[src/stc_consts.svh]
`ifndef STC_CONSTS_SVH
`define STC_CONSTS_SVH
`define STC_OFF_CTRL0     8'h00
`define STC_OFF_CTRL1     8'h04
`define STC_OFF_CNT_LO    8'h08
`define STC_OFF_CNT_HI    8'h0c
`define STC_OFF_CMPA_LO   8'h10
`define STC_OFF_CMPA_HI   8'h14
`define STC_OFF_FLAGS     8'h18
`define STC_RST_CTRL      8'h00
`define STC_RST_CMPA      10'h000
`define STC_RST_FLAGS     2'h0
`define STC_FLAG_A        0
`define STC_FLAG_P        1
`define STC_DIV4_MASK     6'h03
`define STC_DIV16_MASK    6'h0f
`define STC_DIV64_MASK    6'h3f
`define STC_PERIOD_STEP   7
`endif

[src/stc_pkg.sv]
package stc_pkg;
  typedef enum logic [1:0] {
    STC_MODE_CMP = 2'h0,
    STC_MODE_CAP = 2'h1,
    STC_MODE_PWM = 2'h2,
    STC_MODE_TC  = 2'h3
  } stc_mode_t;
  typedef enum logic [2:0] {
    STC_CK_SYS4 = 3'h0,
    STC_CK_SYS  = 3'h1,
    STC_CK_H16  = 3'h2,
    STC_CK_H64  = 3'h3,
    STC_CK_TBC  = 3'h4,
    STC_CK_NONE = 3'h5,
    STC_CK_EXTR = 3'h6,
    STC_CK_EXTF = 3'h7
  } stc_clk_sel_t;
  typedef struct packed {
    logic         pause_bit;
    stc_clk_sel_t clock_select_field;
    logic         counter_on_bit;
    logic [2:0]   period_match_field;
  } stc_ctrl0_t;
  typedef struct packed {
    stc_mode_t  mode_select_field;
    logic [1:0] pin_function_field;
    logic       initial_level_bit;
    logic       pin_invert_bit;
    logic       period_duty_swap_bit;
    logic       clear_select_bit;
  } stc_ctrl1_t;
endpackage : stc_pkg

[src/stc_timer.sv]
`timescale 1ns/1ns
`include "stc_consts.svh"
module stc_timer
  import stc_pkg::*;
#(
  parameter int CNT_W  = 10,
  parameter int ADDR_W = 12
) (
  // Clock and reset
  input  wire logic              pclk,
  input  wire logic              presetn,
  // APB slave
  input  wire logic              psel,
  input  wire logic              penable,
  input  wire logic              pwrite,
  input  wire logic [ADDR_W-1:0] paddr,
  input  wire logic [31:0]       pwdata,
  output logic      [31:0]       prdata,
  output logic                   pready,
  output logic                   pslverr,
  // Clock sources
  input  wire logic              timebase_tick,
  input  wire logic              timer_ext_clock_pin,
  // Timer pins
  input  wire logic              timer_pin_0_in,
  input  wire logic              timer_pin_1_in,
  output logic                   timer_out_pin_0,
  output logic                   timer_out_pin_0_oe_n,
  output logic                   timer_out_pin_1,
  output logic                   timer_out_pin_1_oe_n
);

  // ****************************************************
  // Register state
  // ****************************************************
  stc_ctrl0_t       ctrl0;
  stc_ctrl1_t       ctrl1;
  logic [CNT_W-1:0] cnt;
  logic [CNT_W-1:0] cmpa;
  logic [1:0]       flags;
  logic             on_prev;
  logic [5:0]       div_cnt;
  logic             ext_prev;
  logic             pin0_prev;
  logic             pin1_prev;
  logic             level;

  // ****************************************************
  // APB decode
  // ****************************************************
  wire logic [7:0] addr_lo   = paddr[7:0];
  wire logic       addr_hi0  = (paddr[ADDR_W-1:8] == '0);
  wire logic       hit_c0    = addr_hi0 && (addr_lo == `STC_OFF_CTRL0);
  wire logic       hit_c1    = addr_hi0 && (addr_lo == `STC_OFF_CTRL1);
  wire logic       hit_dl    = addr_hi0 && (addr_lo == `STC_OFF_CNT_LO);
  wire logic       hit_dh    = addr_hi0 && (addr_lo == `STC_OFF_CNT_HI);
  wire logic       hit_al    = addr_hi0 && (addr_lo == `STC_OFF_CMPA_LO);
  wire logic       hit_ah    = addr_hi0 && (addr_lo == `STC_OFF_CMPA_HI);
  wire logic       hit_fl    = addr_hi0 && (addr_lo == `STC_OFF_FLAGS);
  wire logic       hit_any   = hit_c0 | hit_c1 | hit_dl | hit_dh | hit_al | hit_ah | hit_fl;
  wire logic       setup_ph  = psel && !penable;
  wire logic       wr_acc    = psel && penable && pready && pwrite;
  wire logic       wr_c0     = wr_acc && hit_c0;
  wire logic       wr_c1     = wr_acc && hit_c1;
  wire logic       wr_al     = wr_acc && hit_al;
  wire logic       wr_ah     = wr_acc && hit_ah;
  wire logic       wr_fl     = wr_acc && hit_fl;

  // Counter is read only, upper bits of the high byte read zero
  wire logic [31:0] rd_dl = {24'h000000, cnt[7:0]};
  wire logic [31:0] rd_dh = {{(32-CNT_W+8){1'b0}}, cnt[CNT_W-1:8]};
  wire logic [31:0] rd_al = {24'h000000, cmpa[7:0]};
  wire logic [31:0] rd_ah = {{(32-CNT_W+8){1'b0}}, cmpa[CNT_W-1:8]};
  wire logic [31:0] rd_data =
      hit_c0 ? {24'h000000, ctrl0} :
      hit_c1 ? {24'h000000, ctrl1} :
      hit_dl ? rd_dl :
      hit_dh ? rd_dh :
      hit_al ? rd_al :
      hit_ah ? rd_ah :
      hit_fl ? {30'h00000000, flags} : 32'h00000000;

  // ****************************************************
  // Mode decode
  // ****************************************************
  wire stc_mode_t  mode     = ctrl1.mode_select_field;
  wire logic [1:0] pf       = ctrl1.pin_function_field;
  wire logic       m_cmp    = (mode == STC_MODE_CMP);
  wire logic       m_cap    = (mode == STC_MODE_CAP);
  wire logic       m_pwm    = (mode == STC_MODE_PWM);
  wire logic       m_tc     = (mode == STC_MODE_TC);
  wire logic       m_cmptc  = m_cmp | m_tc;
  wire logic       m_single = m_pwm && (pf == 2'h3);
  wire logic       on_rise  = ctrl0.counter_on_bit && !on_prev;

  // ****************************************************
  // Counting clock selection
  // ****************************************************
  // Both system and high clock run from pclk here, so one divider serves all
  wire logic tick4   = ((div_cnt & `STC_DIV4_MASK) == `STC_DIV4_MASK);
  wire logic tick16  = ((div_cnt & `STC_DIV16_MASK) == `STC_DIV16_MASK);
  wire logic tick64  = ((div_cnt & `STC_DIV64_MASK) == `STC_DIV64_MASK);
  wire logic ext_r   = timer_ext_clock_pin && !ext_prev;
  wire logic ext_f   = !timer_ext_clock_pin && ext_prev;
  logic      tck;

  always_comb begin
    case (ctrl0.clock_select_field)
      STC_CK_SYS4: tck = tick4;
      STC_CK_SYS:  tck = 1'b1;
      STC_CK_H16:  tck = tick16;
      STC_CK_H64:  tck = tick64;
      STC_CK_TBC:  tck = timebase_tick;
      STC_CK_EXTR: tck = ext_r;
      STC_CK_EXTF: tck = ext_f;
      default:     tck = 1'b0;
    endcase
  end

  // Off or paused holds the count where it stands
  wire logic run_tick = tck && ctrl0.counter_on_bit && !ctrl0.pause_bit;

  // ****************************************************
  // Comparators
  // ****************************************************
  wire logic [CNT_W:0]   inc_w    = {1'b0, cnt} + {{CNT_W{1'b0}}, 1'b1};
  wire logic [CNT_W-1:0] inc      = inc_w[CNT_W-1:0];
  wire logic [2:0]       per      = ctrl0.period_match_field;
  wire logic             overflow = inc_w[CNT_W];
  wire logic             p_top    = (inc[CNT_W-1 -: 3] == per) &&
                                    (inc[CNT_W-4:0] == '0);
  wire logic             p_hit    = (per == 3'h0) ? overflow : p_top;
  wire logic             a_hit    = (inc == cmpa);

  // Period or duty threshold built from the 3-bit field, 000 meaning full range
  wire logic [CNT_W:0]   p_span   = {(per == 3'h0), per, {`STC_PERIOD_STEP{1'b0}}};
  wire logic [CNT_W:0]   duty_val = ctrl1.period_duty_swap_bit ? p_span : {1'b0, cmpa};
  wire logic             pwm_act  = ({1'b0, cnt} < duty_val);

  logic clear_now;

  always_comb begin
    case (mode)
      STC_MODE_CMP,
      STC_MODE_TC:  clear_now = ctrl1.clear_select_bit ? a_hit : p_hit;
      STC_MODE_CAP: clear_now = p_hit;
      STC_MODE_PWM: begin
        if (m_single) begin
          clear_now = 1'b0;
        end else begin
          clear_now = ctrl1.period_duty_swap_bit ? a_hit : p_hit;
        end
      end
      default:      clear_now = 1'b0;
    endcase
  end

  wire logic [CNT_W-1:0] next_cnt = clear_now ? '0 : inc;

  // ****************************************************
  // Capture edges
  // ****************************************************
  wire logic rise_any = (timer_pin_0_in && !pin0_prev) || (timer_pin_1_in && !pin1_prev);
  wire logic fall_any = (!timer_pin_0_in && pin0_prev) || (!timer_pin_1_in && pin1_prev);
  logic      cap_edge;

  always_comb begin
    case (pf)
      2'h0:    cap_edge = rise_any;
      2'h1:    cap_edge = fall_any;
      2'h2:    cap_edge = rise_any | fall_any;
      default: cap_edge = 1'b0;
    endcase
  end

  wire logic cap_evt = m_cap && ctrl0.counter_on_bit && cap_edge;

  // ****************************************************
  // Flag events
  // ****************************************************
  // Clear select 1 in compare or timer mode suppresses the P flag entirely
  wire logic set_a = (run_tick && a_hit && !m_cap) || cap_evt;
  wire logic set_p = run_tick && p_hit && !m_single &&
                     !(m_cmptc && ctrl1.clear_select_bit);
  wire logic [1:0] set_vec = {set_p, set_a};
  wire logic [1:0] clr_vec = wr_fl ? pwdata[1:0] : 2'h0;
  // Set wins over a write-one clear in the same cycle
  wire logic [1:0] next_flags = (flags & ~clr_vec) | set_vec;

  // ****************************************************
  // Output level
  // ****************************************************
  wire logic init_lv = ctrl1.initial_level_bit;
  logic      next_level;

  always_comb begin
    next_level = level;
    if (m_cmp) begin
      if (on_rise) begin
        next_level = init_lv;
      end else if (run_tick && a_hit) begin
        case (pf)
          2'h1:    next_level = init_lv ? 1'b0 : level;
          2'h2:    next_level = init_lv ? level : 1'b1;
          2'h3:    next_level = !level;
          default: next_level = level;
        endcase
      end
    end else if (m_pwm) begin
      case (pf)
        2'h0:    next_level = !init_lv;
        2'h1:    next_level = init_lv;
        2'h2:    next_level = pwm_act ? init_lv : !init_lv;
        default: next_level = ctrl0.counter_on_bit ? init_lv : !init_lv;
      endcase
    end
  end

  // Timer and capture modes leave the pins free for other users
  wire logic drive_en  = m_cmp | m_pwm;
  wire logic next_pin  = next_level ^ ctrl1.pin_invert_bit;

  // ****************************************************
  // APB response
  // ****************************************************
  // One access cycle, no wait states: answer is prepared in the setup cycle
  always_ff @(posedge pclk or negedge presetn) begin
    if (!presetn) begin
      pready  <= 1'b0;
      pslverr <= 1'b0;
      prdata  <= 32'h00000000;
    end else begin
      pready  <= setup_ph;
      pslverr <= setup_ph && !hit_any;
      if (setup_ph) begin
        prdata <= pwrite ? 32'h00000000 : rd_data;
      end
    end
  end

  // ****************************************************
  // Control registers
  // ****************************************************
  // Single pulse: pin edge starts the pulse, A match ends it
  wire logic sp_start = m_single && ext_r;
  wire logic sp_stop  = m_single && run_tick && a_hit;
  wire logic next_on  = sp_stop ? 1'b0 : (sp_start ? 1'b1 : ctrl0.counter_on_bit);

  always_ff @(posedge pclk or negedge presetn) begin
    if (!presetn) begin
      ctrl0 <= stc_ctrl0_t'(`STC_RST_CTRL);
    end else if (wr_c0) begin
      ctrl0 <= stc_ctrl0_t'(pwdata[7:0]);
    end else begin
      ctrl0.counter_on_bit <= next_on;
    end
  end

  always_ff @(posedge pclk or negedge presetn) begin
    if (!presetn) begin
      ctrl1 <= stc_ctrl1_t'(`STC_RST_CTRL);
    end else if (wr_c1) begin
      ctrl1 <= stc_ctrl1_t'(pwdata[7:0]);
    end
  end

  // Compare A: software bytes, or the count when a capture edge arrives
  always_ff @(posedge pclk or negedge presetn) begin
    if (!presetn) begin
      cmpa <= `STC_RST_CMPA;
    end else if (cap_evt) begin
      cmpa <= cnt;
    end else if (wr_al) begin
      cmpa[7:0] <= pwdata[7:0];
    end else if (wr_ah) begin
      cmpa[CNT_W-1:8] <= pwdata[CNT_W-9:0];
    end
  end

  always_ff @(posedge pclk or negedge presetn) begin
    if (!presetn) begin
      flags <= `STC_RST_FLAGS;
    end else begin
      flags <= next_flags;
    end
  end

  // ****************************************************
  // Counter and edge history
  // ****************************************************
  always_ff @(posedge pclk or negedge presetn) begin
    if (!presetn) begin
      cnt <= '0;
    end else if (on_rise) begin
      cnt <= '0;
    end else if (run_tick) begin
      cnt <= next_cnt;
    end
  end

  always_ff @(posedge pclk or negedge presetn) begin
    if (!presetn) begin
      on_prev   <= 1'b0;
      div_cnt   <= 6'h00;
      ext_prev  <= 1'b0;
      pin0_prev <= 1'b0;
      pin1_prev <= 1'b0;
    end else begin
      on_prev   <= ctrl0.counter_on_bit;
      div_cnt   <= div_cnt + 6'h01;
      ext_prev  <= timer_ext_clock_pin;
      pin0_prev <= timer_pin_0_in;
      pin1_prev <= timer_pin_1_in;
    end
  end

  // ****************************************************
  // Pin outputs
  // ****************************************************
  always_ff @(posedge pclk or negedge presetn) begin
    if (!presetn) begin
      level                <= 1'b0;
      timer_out_pin_0      <= 1'b0;
      timer_out_pin_1      <= 1'b0;
      timer_out_pin_0_oe_n <= 1'b1;
      timer_out_pin_1_oe_n <= 1'b1;
    end else begin
      level                <= next_level;
      timer_out_pin_0      <= next_pin;
      timer_out_pin_1      <= next_pin;
      timer_out_pin_0_oe_n <= !drive_en;
      timer_out_pin_1_oe_n <= !drive_en;
    end
  end

endmodule : stc_timer

[config.mk]
export PLATFORM = sky130hd
export DESIGN_NAME = stc_timer
export DESIGN_NICKNAME = d
export VERILOG_FILES = /design/src/stc_pkg.sv /design/src/stc_timer.sv
export VERILOG_INCLUDE_DIRS = /design/src
export SDC_FILE = /design/constraint.sdc
export NUM_CORES = 1
export LEC_CHECK = 0
export BUFFER_PORTS_ARGS = -buffer_cell sky130_fd_sc_hd__buf_4
export CELL_PAD_IN_SITES_DETAIL_PLACEMENT = 0
export CELL_PAD_IN_SITES_GLOBAL_PLACEMENT = 1
export CORE_MARGIN = 2
export CORE_UTILIZATION = 42
export CTS_CLUSTER_SIZE = 20
export DETAILED_ROUTE_END_ITERATION = 8
export PLACE_DENSITY = 0.85
export SYNTH_ARGS = -nofsm -noshare
export SYNTH_HDL_FRONTEND = slang
export SYNTH_SLANG_ARGS = --single-unit
[constraint.sdc]
create_clock -name pclk -period 2.95 [get_ports pclk]
set_input_delay 0.295 -clock pclk [delete_from_list [all_inputs] [get_ports pclk]]
set_output_delay 0.295 -clock pclk [all_outputs]
set_load 0.05 [all_outputs]
==> results of run 1 <==
## how the worst max path moves through the flow
stage | slack [ns] | depth (start not counted) | endpoint
CTS | 0.13 | 8 | cnt[0]$_DFFE_PN0P_
global route | 0.0008 | 9 | cnt[6]$_DFFE_PN0P_
global placement | 0.20 | 8 | cnt[0]$_DFFE_PN0P_
floorplan | 0.43 | 11 | timer_out_pin_1$_DFF_PN0_
detailed placement | 0.15 | 8 | cnt[0]$_DFFE_PN0P_
finish | 0.31 | 9 | cnt[0]$_DFFE_PN0P_
## metal layers
metal	global-route usage (%)	routed length, um	up-vias
met5	0	0	-
met4	6.256	179	0
met3	4.172	518	16
met2	32.54	4697	92
met1	25.81	4253	1543
li1	-	-	1542
## cells by family after synthesis
logic type / count (synthesis) / share of synthesized area, %
adder cells (fa/ha/maj): 15 / 4.627
AND/OR/NAND/NOR: 122 / 16.41
multiplexers: 34 / 9.593
AO/OA/AOI/OAI: 95 / 16.44
other: 1 / 0.09245
buffers and inverters: 65 / 9.038
XOR/XNOR: 26 / 6.138
flip-flops: 61 / 37.66
## registers in the layout, summed over array words and instances (netlist names), 2 cells and up
signal / cells
cmpa: 10
cnt: 10
ctrl0: 5
ctrl1: 3
div_cnt: 6
flags: 2
mode: 2
per: 3
pf: 2
prdata: 8
## area by class of cell
| type | instances | share of cell area [%] |
|---|---|---|
| tap | 129 | 3.454 |
| multi-input combinational | 316 | 48.11 |
| sequential | 61 | 32.69 |
| inverter | 18 | 1.446 |
| timing repair buffer | 59 | 9.746 |
| clock inverter | 5 | 1.606 |
| clock buffer | 10 | 2.945 |
## per-stage QoR
stage	cell area (um^2)	util, %	hold WS, ns	instances
6_report	4673	50.34	0.02523	598
3_3_place_gp	4441	47.83	0.4115	582
3_5_place_dp	4441	47.83	0.4253	582
2_1_floorplan	4143	-	-0.0005911	442
4_1_cts	4653	50.12	0.05580	597
5_1_grt	4673	50.34	0.05558	598
## power by group
part	leakage, nW	internal, mW	switching (mW)	total [mW]
Combinational	1.25	0.0573	0.144	0.201
Clock	0.112	0.489	0.326	0.815
Sequential	0.817	0.847	0.00716	0.855
## cell usage in the layout (no fill, tap or decap), types with 4 or more instances in the layout
master,n
dfrtp_1,60
buf_4,58
nor2_1,28
nand2_1,27
o21ai_0,25
conb_1,24
a21oi_1,21
inv_1,18
xnor2_1,16
mux2i_1,16
mux2_2,16
ha_1,15
nand3_1,14
a22o_1,13
nand2b_1,11
clkbuf_8,10
xor2_1,8
nor3_1,7
a221oi_1,6
o211ai_1,5
nor4_1,5
o22ai_1,4
o31ai_1,4
==> flow_summary.ini, run 1 <==
[routing]
ant_nets = 0
post_drt_wl_per_cell_um = 16.13
drcViolationCount = 0
drt-initial-drc-count = 159
drtPass1Iterations = 4
vias_per_cell = 5.339
num_vias = 3193
wl_um = 9648

[global_routing]
antenna_found_initial = 0
grt_max_degree = 62
overflow = 0
track_usage_pct = 19.67
grt_pass1_wl_um = 15770
grt_pass1_vias = 3110

[run_status]
status = complete, no violations

[setup_path]
required_ns = 3.18
critPathKind = reg -> reg
crit_path_max_fanout = 10
max_stage_delay_ns = 0.39
rrSetupSlack_ns = 0.31
critical_path.startpoint = cnt[0]$_DFFE_PN0P_
worstPathArrival_ns = 2.87
rr_worst_depth = 9
crit_buf_inv = 1
worst_setup_path_end_kind = flop
rr_startpoint = cnt[0]$_DFFE_PN0P_
slowest_stage = and3_1
reg2reg_to = cnt[0]$_DFFE_PN0P_
crit_path_start_kind = flop
cp_top_family = simple AND/OR/NAND/NOR gates
crit_chain = ha_1 > and3_1 > nand3_1 > nor4_1 > a41oi_2 > o31ai_4 > buf_12 > nor2_4 > mux2_2

[synthesis]
synth_flop_cell = dfrtp_1
synth_top_area_cell = dfrtp_1
ys_types = 63
yosysMostFrequentCell = dfrtp_1
synth-async-reset-ratio_pct = 100.0
synth.area.top_cells = dfrtp_1 (37%), buf_4 (5.4%), ha_1 (4.6%), mux2_2 (4.4%), mux2i_1 (3.9%)
synth_common_cells = dfrtp_1 (60), buf_4 (29), nor2_1 (28), nand2_1 (27), o21ai_0 (25)
ys_warn_count = 0
syn-instance-count = 419
synth_edf_count = 0
synth-seq-area-share_pct = 37.66
syn_area_um2 = 4056
yosys.area.top_type_share_pct = 37.01
ys_ff_latch = 61
syn_avg_cell_area_um2 = 9.681

[floorplan]
chipWidth_um = 102.3
rows = 35
pin_count = 91
die_area_um2 = 10460
start_util_pct = 43.69
die_y_um = 102.3
coreArea_um2 = 9284

[final_layout]
multi_input_comb_area_um2 = 2248
antenna_cells = 0
areaGrowthSynthToFinish_pct = 15.21
fin_nets = 533
register_area_um2 = 1528
drive_above_1_share_pct = 23.24
fillers = 898

[timing]
final_hold_viol_count = 0
fmax_ghz = 0.3794
skew_ns = 0.01068
setup_ws_ns = 0.3144
fin_crit_ns = 2.636
slew-limit-headroom_pct = 43.35
fin_crit_sh_pct = 89.34
finalSetupViolations = 0
tightest_slew_ns = 0.8473
report.final.slew_viol_count = 0
rsz0062_at_grt = false
tns_ns = 0

[place]
dpl.hpwl_um = 7105
io_buffer_count = 42
post-place-ws_ns = 0.1516
place.gp.congestion = 0.9085

[cts]
cts_tree = yes
cts_num_sinks = 61
insertion_delay_ns = 0.35
cts_buffers = 9
cts_root_buf = clkbuf_8
clockBufferDepth = 2
cts.repair.resized = 0
post_cts_buffers = 0
path_clk_slew_ns = 0.07
h-tree-depth = 3
hold_buffers = 0

[power]
leakagePower_nw = 2.181
vdd_ir_drop_max_mv = 0.2514
p_per_area_nw_per_um2 = 400.4
total_power_mw = 1.871

[flow_run]
cap_violations = 0

[min_path]
hold_path.class = in -> async
(Power assumes the default switching activity.)
==> inputs of run 2 (changes only) <==
Settings changed: CORE_UTILIZATION 42 to 35, PLACE_DENSITY 0.85 to 0.74, REMOVE_ABC_BUFFERS set to 1.
==> run 2 against run 1 <==
Sequential power hardly changed. First-iteration DRC count is 12% lower. Non-clock buffer count stayed put. Combinational power about the same. Global-route usage shrank 2.9 points. Largest power group is now the clock network. Highest routed layer unchanged.
==> flow_summary.ini, run 2 (synthesis gave the netlist of run 1 again) <==
[run_status]
status = complete, no violations

[timing]
fin_crit_sh_pct = 96.19
tns_ns = 0
final_hold_viol_count = 0
report.final.slew_viol_count = 0
slew-limit-headroom_pct = 41.89
finalSetupViolations = 0
tightest_slew_ns = 0.8692
skew_ns = 0.009811
fin_crit_ns = 2.838
rsz0062_at_grt = false
fmax_ghz = 0.3524

[routing]
wl_um = 10050
post_drt_wl_per_cell_um = 16.40
ant_nets = 0
drcViolationCount = 0
num_vias = 3198
drtPass1Iterations = 4
vias_per_cell = 5.217
drt-initial-drc-count = 140

[power]
p_per_area_nw_per_um2 = 491.2
total_power_mw = 2.376
leakagePower_nw = 2.246
vdd_ir_drop_max_mv = 0.3322

[cts]
h-tree-depth = 3
insertion_delay_ns = 0.34
cts.repair.resized = 0
cts_tree = yes
cts_buffers = 9
cts_root_buf = clkbuf_16
cts_num_sinks = 61
post_cts_buffers = 0
path_clk_slew_ns = 0.06
hold_buffers = 0
clockBufferDepth = 2

[final_layout]
fin_nets = 533
final_cell_mix = dfrtp_1 (60), buf_4 (59), nor2_1 (28), nand2_1 (27), o21ai_0 (25)
final_common_cell = dfrtp_1
largest_registers = cmpa x10, cnt x10, prdata x8
utilization_pct = 42.54
areaGrowthSynthToFinish_pct = 19.25
fillers = 1117
antenna_cells = 0
final_area_um2 = 4837
drive_above_1_share_pct = 23.40

[floorplan]
start_util_pct = 35.68
coreArea_um2 = 11370
rows = 39
chipWidth_um = 111.7
die_area_um2 = 12470
die_y_um = 111.7
pin_count = 91

[setup_path]
slowest_stage = and3_1
worstPathArrival_ns = 3.06
crit_path_start_kind = flop
critPathKind = reg -> reg
crit_path_max_fanout = 8
worst_setup_path_end_kind = flop
max_stage_delay_ns = 0.37
required_ns = 3.17
cp_top_family = compound AO/OA/AOI/OAI gates
rrSetupSlack_ns = 0.11
crit_buf_inv = 1
crit_chain = ha_1 > and3_1 > nand3_1 > nor3_1 > a21o_1 > a41oi_2 > o31ai_4 > buf_4 > o21ai_0 > a22o_1

[place]
dpl.hpwl_um = 7294
io_buffer_count = 42
placed_cell_area_um2 = 4466
place.gp.congestion = 0.8006

[flow_run]
cap_violations = 0

[global_routing]
overflow = 0
track_usage_pct = 16.76
antenna_found_initial = 0
grt_pass1_wl_um = 16660
grt_max_degree = 62
grt_pass1_vias = 3172

[min_path]
hold_path.class = in -> async
==> run 2: cell types whose count changed in the layout (fill, tap and decap cells not counted), moves of 2 or more <==
cell,delta
clkbuf_16,+9
clkinv_2,-3
clkinv_4,+2
bufinv_16,+2
clkbuf_8,-10
==> run 2: layer usage <==
layer  vias up  track usage [%]  wire, um
met1      1564            22.60      4623
li1       1542                -         -
met4         0            5.267       206
met2        77            26.71      4739
met5         -                0         0
met3        15            4.028       482
==> run 2: metrics by stage <==
step | setup WS, ns | hold WS (ns) | instances
floorplan | 0.4331 | -0.0005911 | 395
global placement | 0.3121 | 0.4224 | 597
detailed placement | 0.2621 | 0.4248 | 597
CTS | 0.1958 | 0.07065 | 613
global route | 0.001440 | 0.07170 | 613
finish | 0.1125 | 0.05072 | 613
==> run 2: power by group <==
part           switching, mW  internal (mW)  total [mW]
registers            0.00719          0.848       0.855
clock network          0.404          0.916        1.32
logic                  0.145         0.0556       0.201
==> run 2: area by class of cell <==
| type | count | area (um^2) | share of cell area [%] |
|---|---|---|---|
| Inverter | 18 | 67.56 | 1.397 |
| Timing Repair Buffer | 59 | 442.9 | 9.157 |
| Multi-Input combinational cell | 316 | 2248 | 46.48 |
| Clock inverter | 7 | 146.4 | 3.026 |
| Clock buffer | 9 | 225.2 | 4.656 |
| Sequential cell | 61 | 1528 | 31.58 |
| Tap cell | 143 | 178.9 | 3.699 |
==> run 2: final timing paths <==
kind / start / endpoint / cells past startpoint
min in group pclk: timer_pin_1_in / pin1_prev$_DFF_PN0_ / 1
max reg2reg: cnt[0]$_DFFE_PN0P_ / cnt[5]$_DFFE_PN0P_ / 10
min: presetn / prdata[0]$_DFFE_PN0P_ / 1
max in group asynchronous: presetn / ctrl0[6]$_DFFE_PN0P_ / 1
max: cnt[0]$_DFFE_PN0P_ / cnt[5]$_DFFE_PN0P_ / 10
min reg2reg: div_cnt[0]$_DFF_PN0_ / div_cnt[0]$_DFF_PN0_ / 1
==> inputs of run 3 (changes only) <==
Settings changed: CORE_UTILIZATION 35 to 42, PLACE_DENSITY 0.74 to 0.85.
==> run 3 against run 2 <==
Via count rose by 0.59%. Global-route usage rose by 2.4 points. Critical endpoint is now cnt[0]$_DFFE_PN0P_. Sequential power barely moved.
==> flow_summary.ini, run 3 (synthesis gave the netlist of run 1 again) <==
[run_status]
status = complete, no violations

[routing]
wl_met1_um = 4175
dr_wl_met3_um = 432
drcViolationCount = 0
ant_nets = 0
vias_per_cell = 5.398
wl_met2_um = 4635
routed.top_layer = met4
post_drt_wl_per_cell_um = 15.92
drtPass1Iterations = 4
drt-initial-drc-count = 126
num_vias = 3217
wl_um = 9488

[cts]
clockBufferDepth = 2
cts_root_buf = clkbuf_8
hold_buffers = 0
h-tree-depth = 3
path_clk_slew_ns = 0.07
cts_buffers = 9
insertion_delay_ns = 0.35
cts.repair.resized = 0
cts_tree = yes
cts_num_sinks = 61
post_cts_buffers = 0

[timing]
fmax_ghz = 0.3662
report.final.slew_viol_count = 0
fin_crit_sh_pct = 92.57
fin_crit_ns = 2.731
rsz0062_at_grt = false
slew-limit-headroom_pct = 43.42
hold_ws_ns = 0.02198
tightest_slew_ns = 0.8463
tns_ns = 0
finalSetupViolations = 0
skew_ns = 0.009262
final_hold_viol_count = 0

[global_routing]
grt_pass1_wl_um = 15330
track_usage_pct = 19.14
antenna_found_initial = 0
grt_pass1_vias = 3096
grt_max_degree = 62
overflow = 0

[final_layout]
multi_input_comb_area_um2 = 2248
final_common_cell = dfrtp_1
utilization_pct = 49.49
final_cells = 596
fillers = 872
antenna_cells = 0
fin_nets = 532
drive_above_1_share_pct = 22.91
register_area_um2 = 1528
largest_registers = cmpa x10, cnt x10, prdata x8
final_cell_mix = dfrtp_1 (60), buf_4 (58), nor2_1 (28), nand2_1 (27), o21ai_0 (25)
areaGrowthSynthToFinish_pct = 13.26

[setup_path]
cp_top_family = simple AND/OR/NAND/NOR gates
slowest_stage = dfrtp_1
critPathKind = reg -> reg
crit_chain = and3_1 > nand3_1 > nor3_1 > a21o_1 > a41oi_2 > o31ai_4 > buf_4 > nor2_4 > mux2_2
reg2reg_to = cnt[0]$_DFFE_PN0P_
required_ns = 3.19
crit_path_max_fanout = 10
rrSetupSlack_ns = 0.22
max_stage_delay_ns = 0.59
rr_worst_depth = 9
crit_path_start_kind = flop
worst_setup_path_end_kind = flop
crit_buf_inv = 1
worstPathArrival_ns = 2.97
rr_startpoint = cnt[3]$_DFFE_PN0P_

[floorplan]
rows = 35
start_util_pct = 43.69
die_area_um2 = 10460
chipWidth_um = 102.3
pin_count = 91
die_y_um = 102.3
coreArea_um2 = 9284

[power]
leakagePower_nw = 2.137
vdd_ir_drop_max_mv = 0.2112
total_power_mw = 1.669
p_per_area_nw_per_um2 = 363.2

[min_path]
hold_path.class = in -> async

[place]
dpl.hpwl_um = 7001
placedCellCount = 582
place.gp.congestion = 0.9253
io_buffer_count = 42

[flow_run]
cap_violations = 0
[run 3: how the worst max path moves through the flow]
stage	cells past startpoint	start	to
after floorplan	8	cnt[0]$_DFFE_PN0P_	cnt[0]$_DFFE_PN0P_
after global placement	9	cnt[3]$_DFFE_PN0P_	cnt[0]$_DFFE_PN0P_
after detailed placement	9	cnt[3]$_DFFE_PN0P_	cnt[0]$_DFFE_PN0P_
after CTS	9	cnt[3]$_DFFE_PN0P_	cnt[7]$_DFFE_PN0P_
after global routing	8	cnt[3]$_DFFE_PN0P_	cnt[0]$_DFFE_PN0P_
final	9	cnt[3]$_DFFE_PN0P_	cnt[0]$_DFFE_PN0P_
[run 3: power breakdown]
group / switching [mW] / internal (mW)
clock network: 0.326 / 0.290
registers: 0.00670 / 0.847
logic: 0.144 / 0.0556
[run 3: per-stage QoR]
step | setup WS, ns | area [um^2]
floorplan | 0.4331 | 3844
global placement | 0.2765 | 4441
detailed placement | 0.2531 | 4441
CTS | 0.2364 | 4594
global route | 0.0009561 | 4594
finish | 0.2193 | 4594
[run 3: routing by layer]
metal | global-route usage, % | vias to the layer above
li1 | - | 1543
met1 | 24.21 | 1561
met2 | 31.53 | 93
met3 | 3.215 | 20
met4 | 9.846 | 0
met5 | 0 | -
[run 3: cell type report]
class / count / area share (%)
tap: 129 / 3.513
clock inverter: 5 / 0.6536
inverter: 18 / 1.471
multi-input combinational: 316 / 48.94
sequential: 61 / 33.25
clock buffer: 9 / 2.696
timing repair buffer: 58 / 9.477
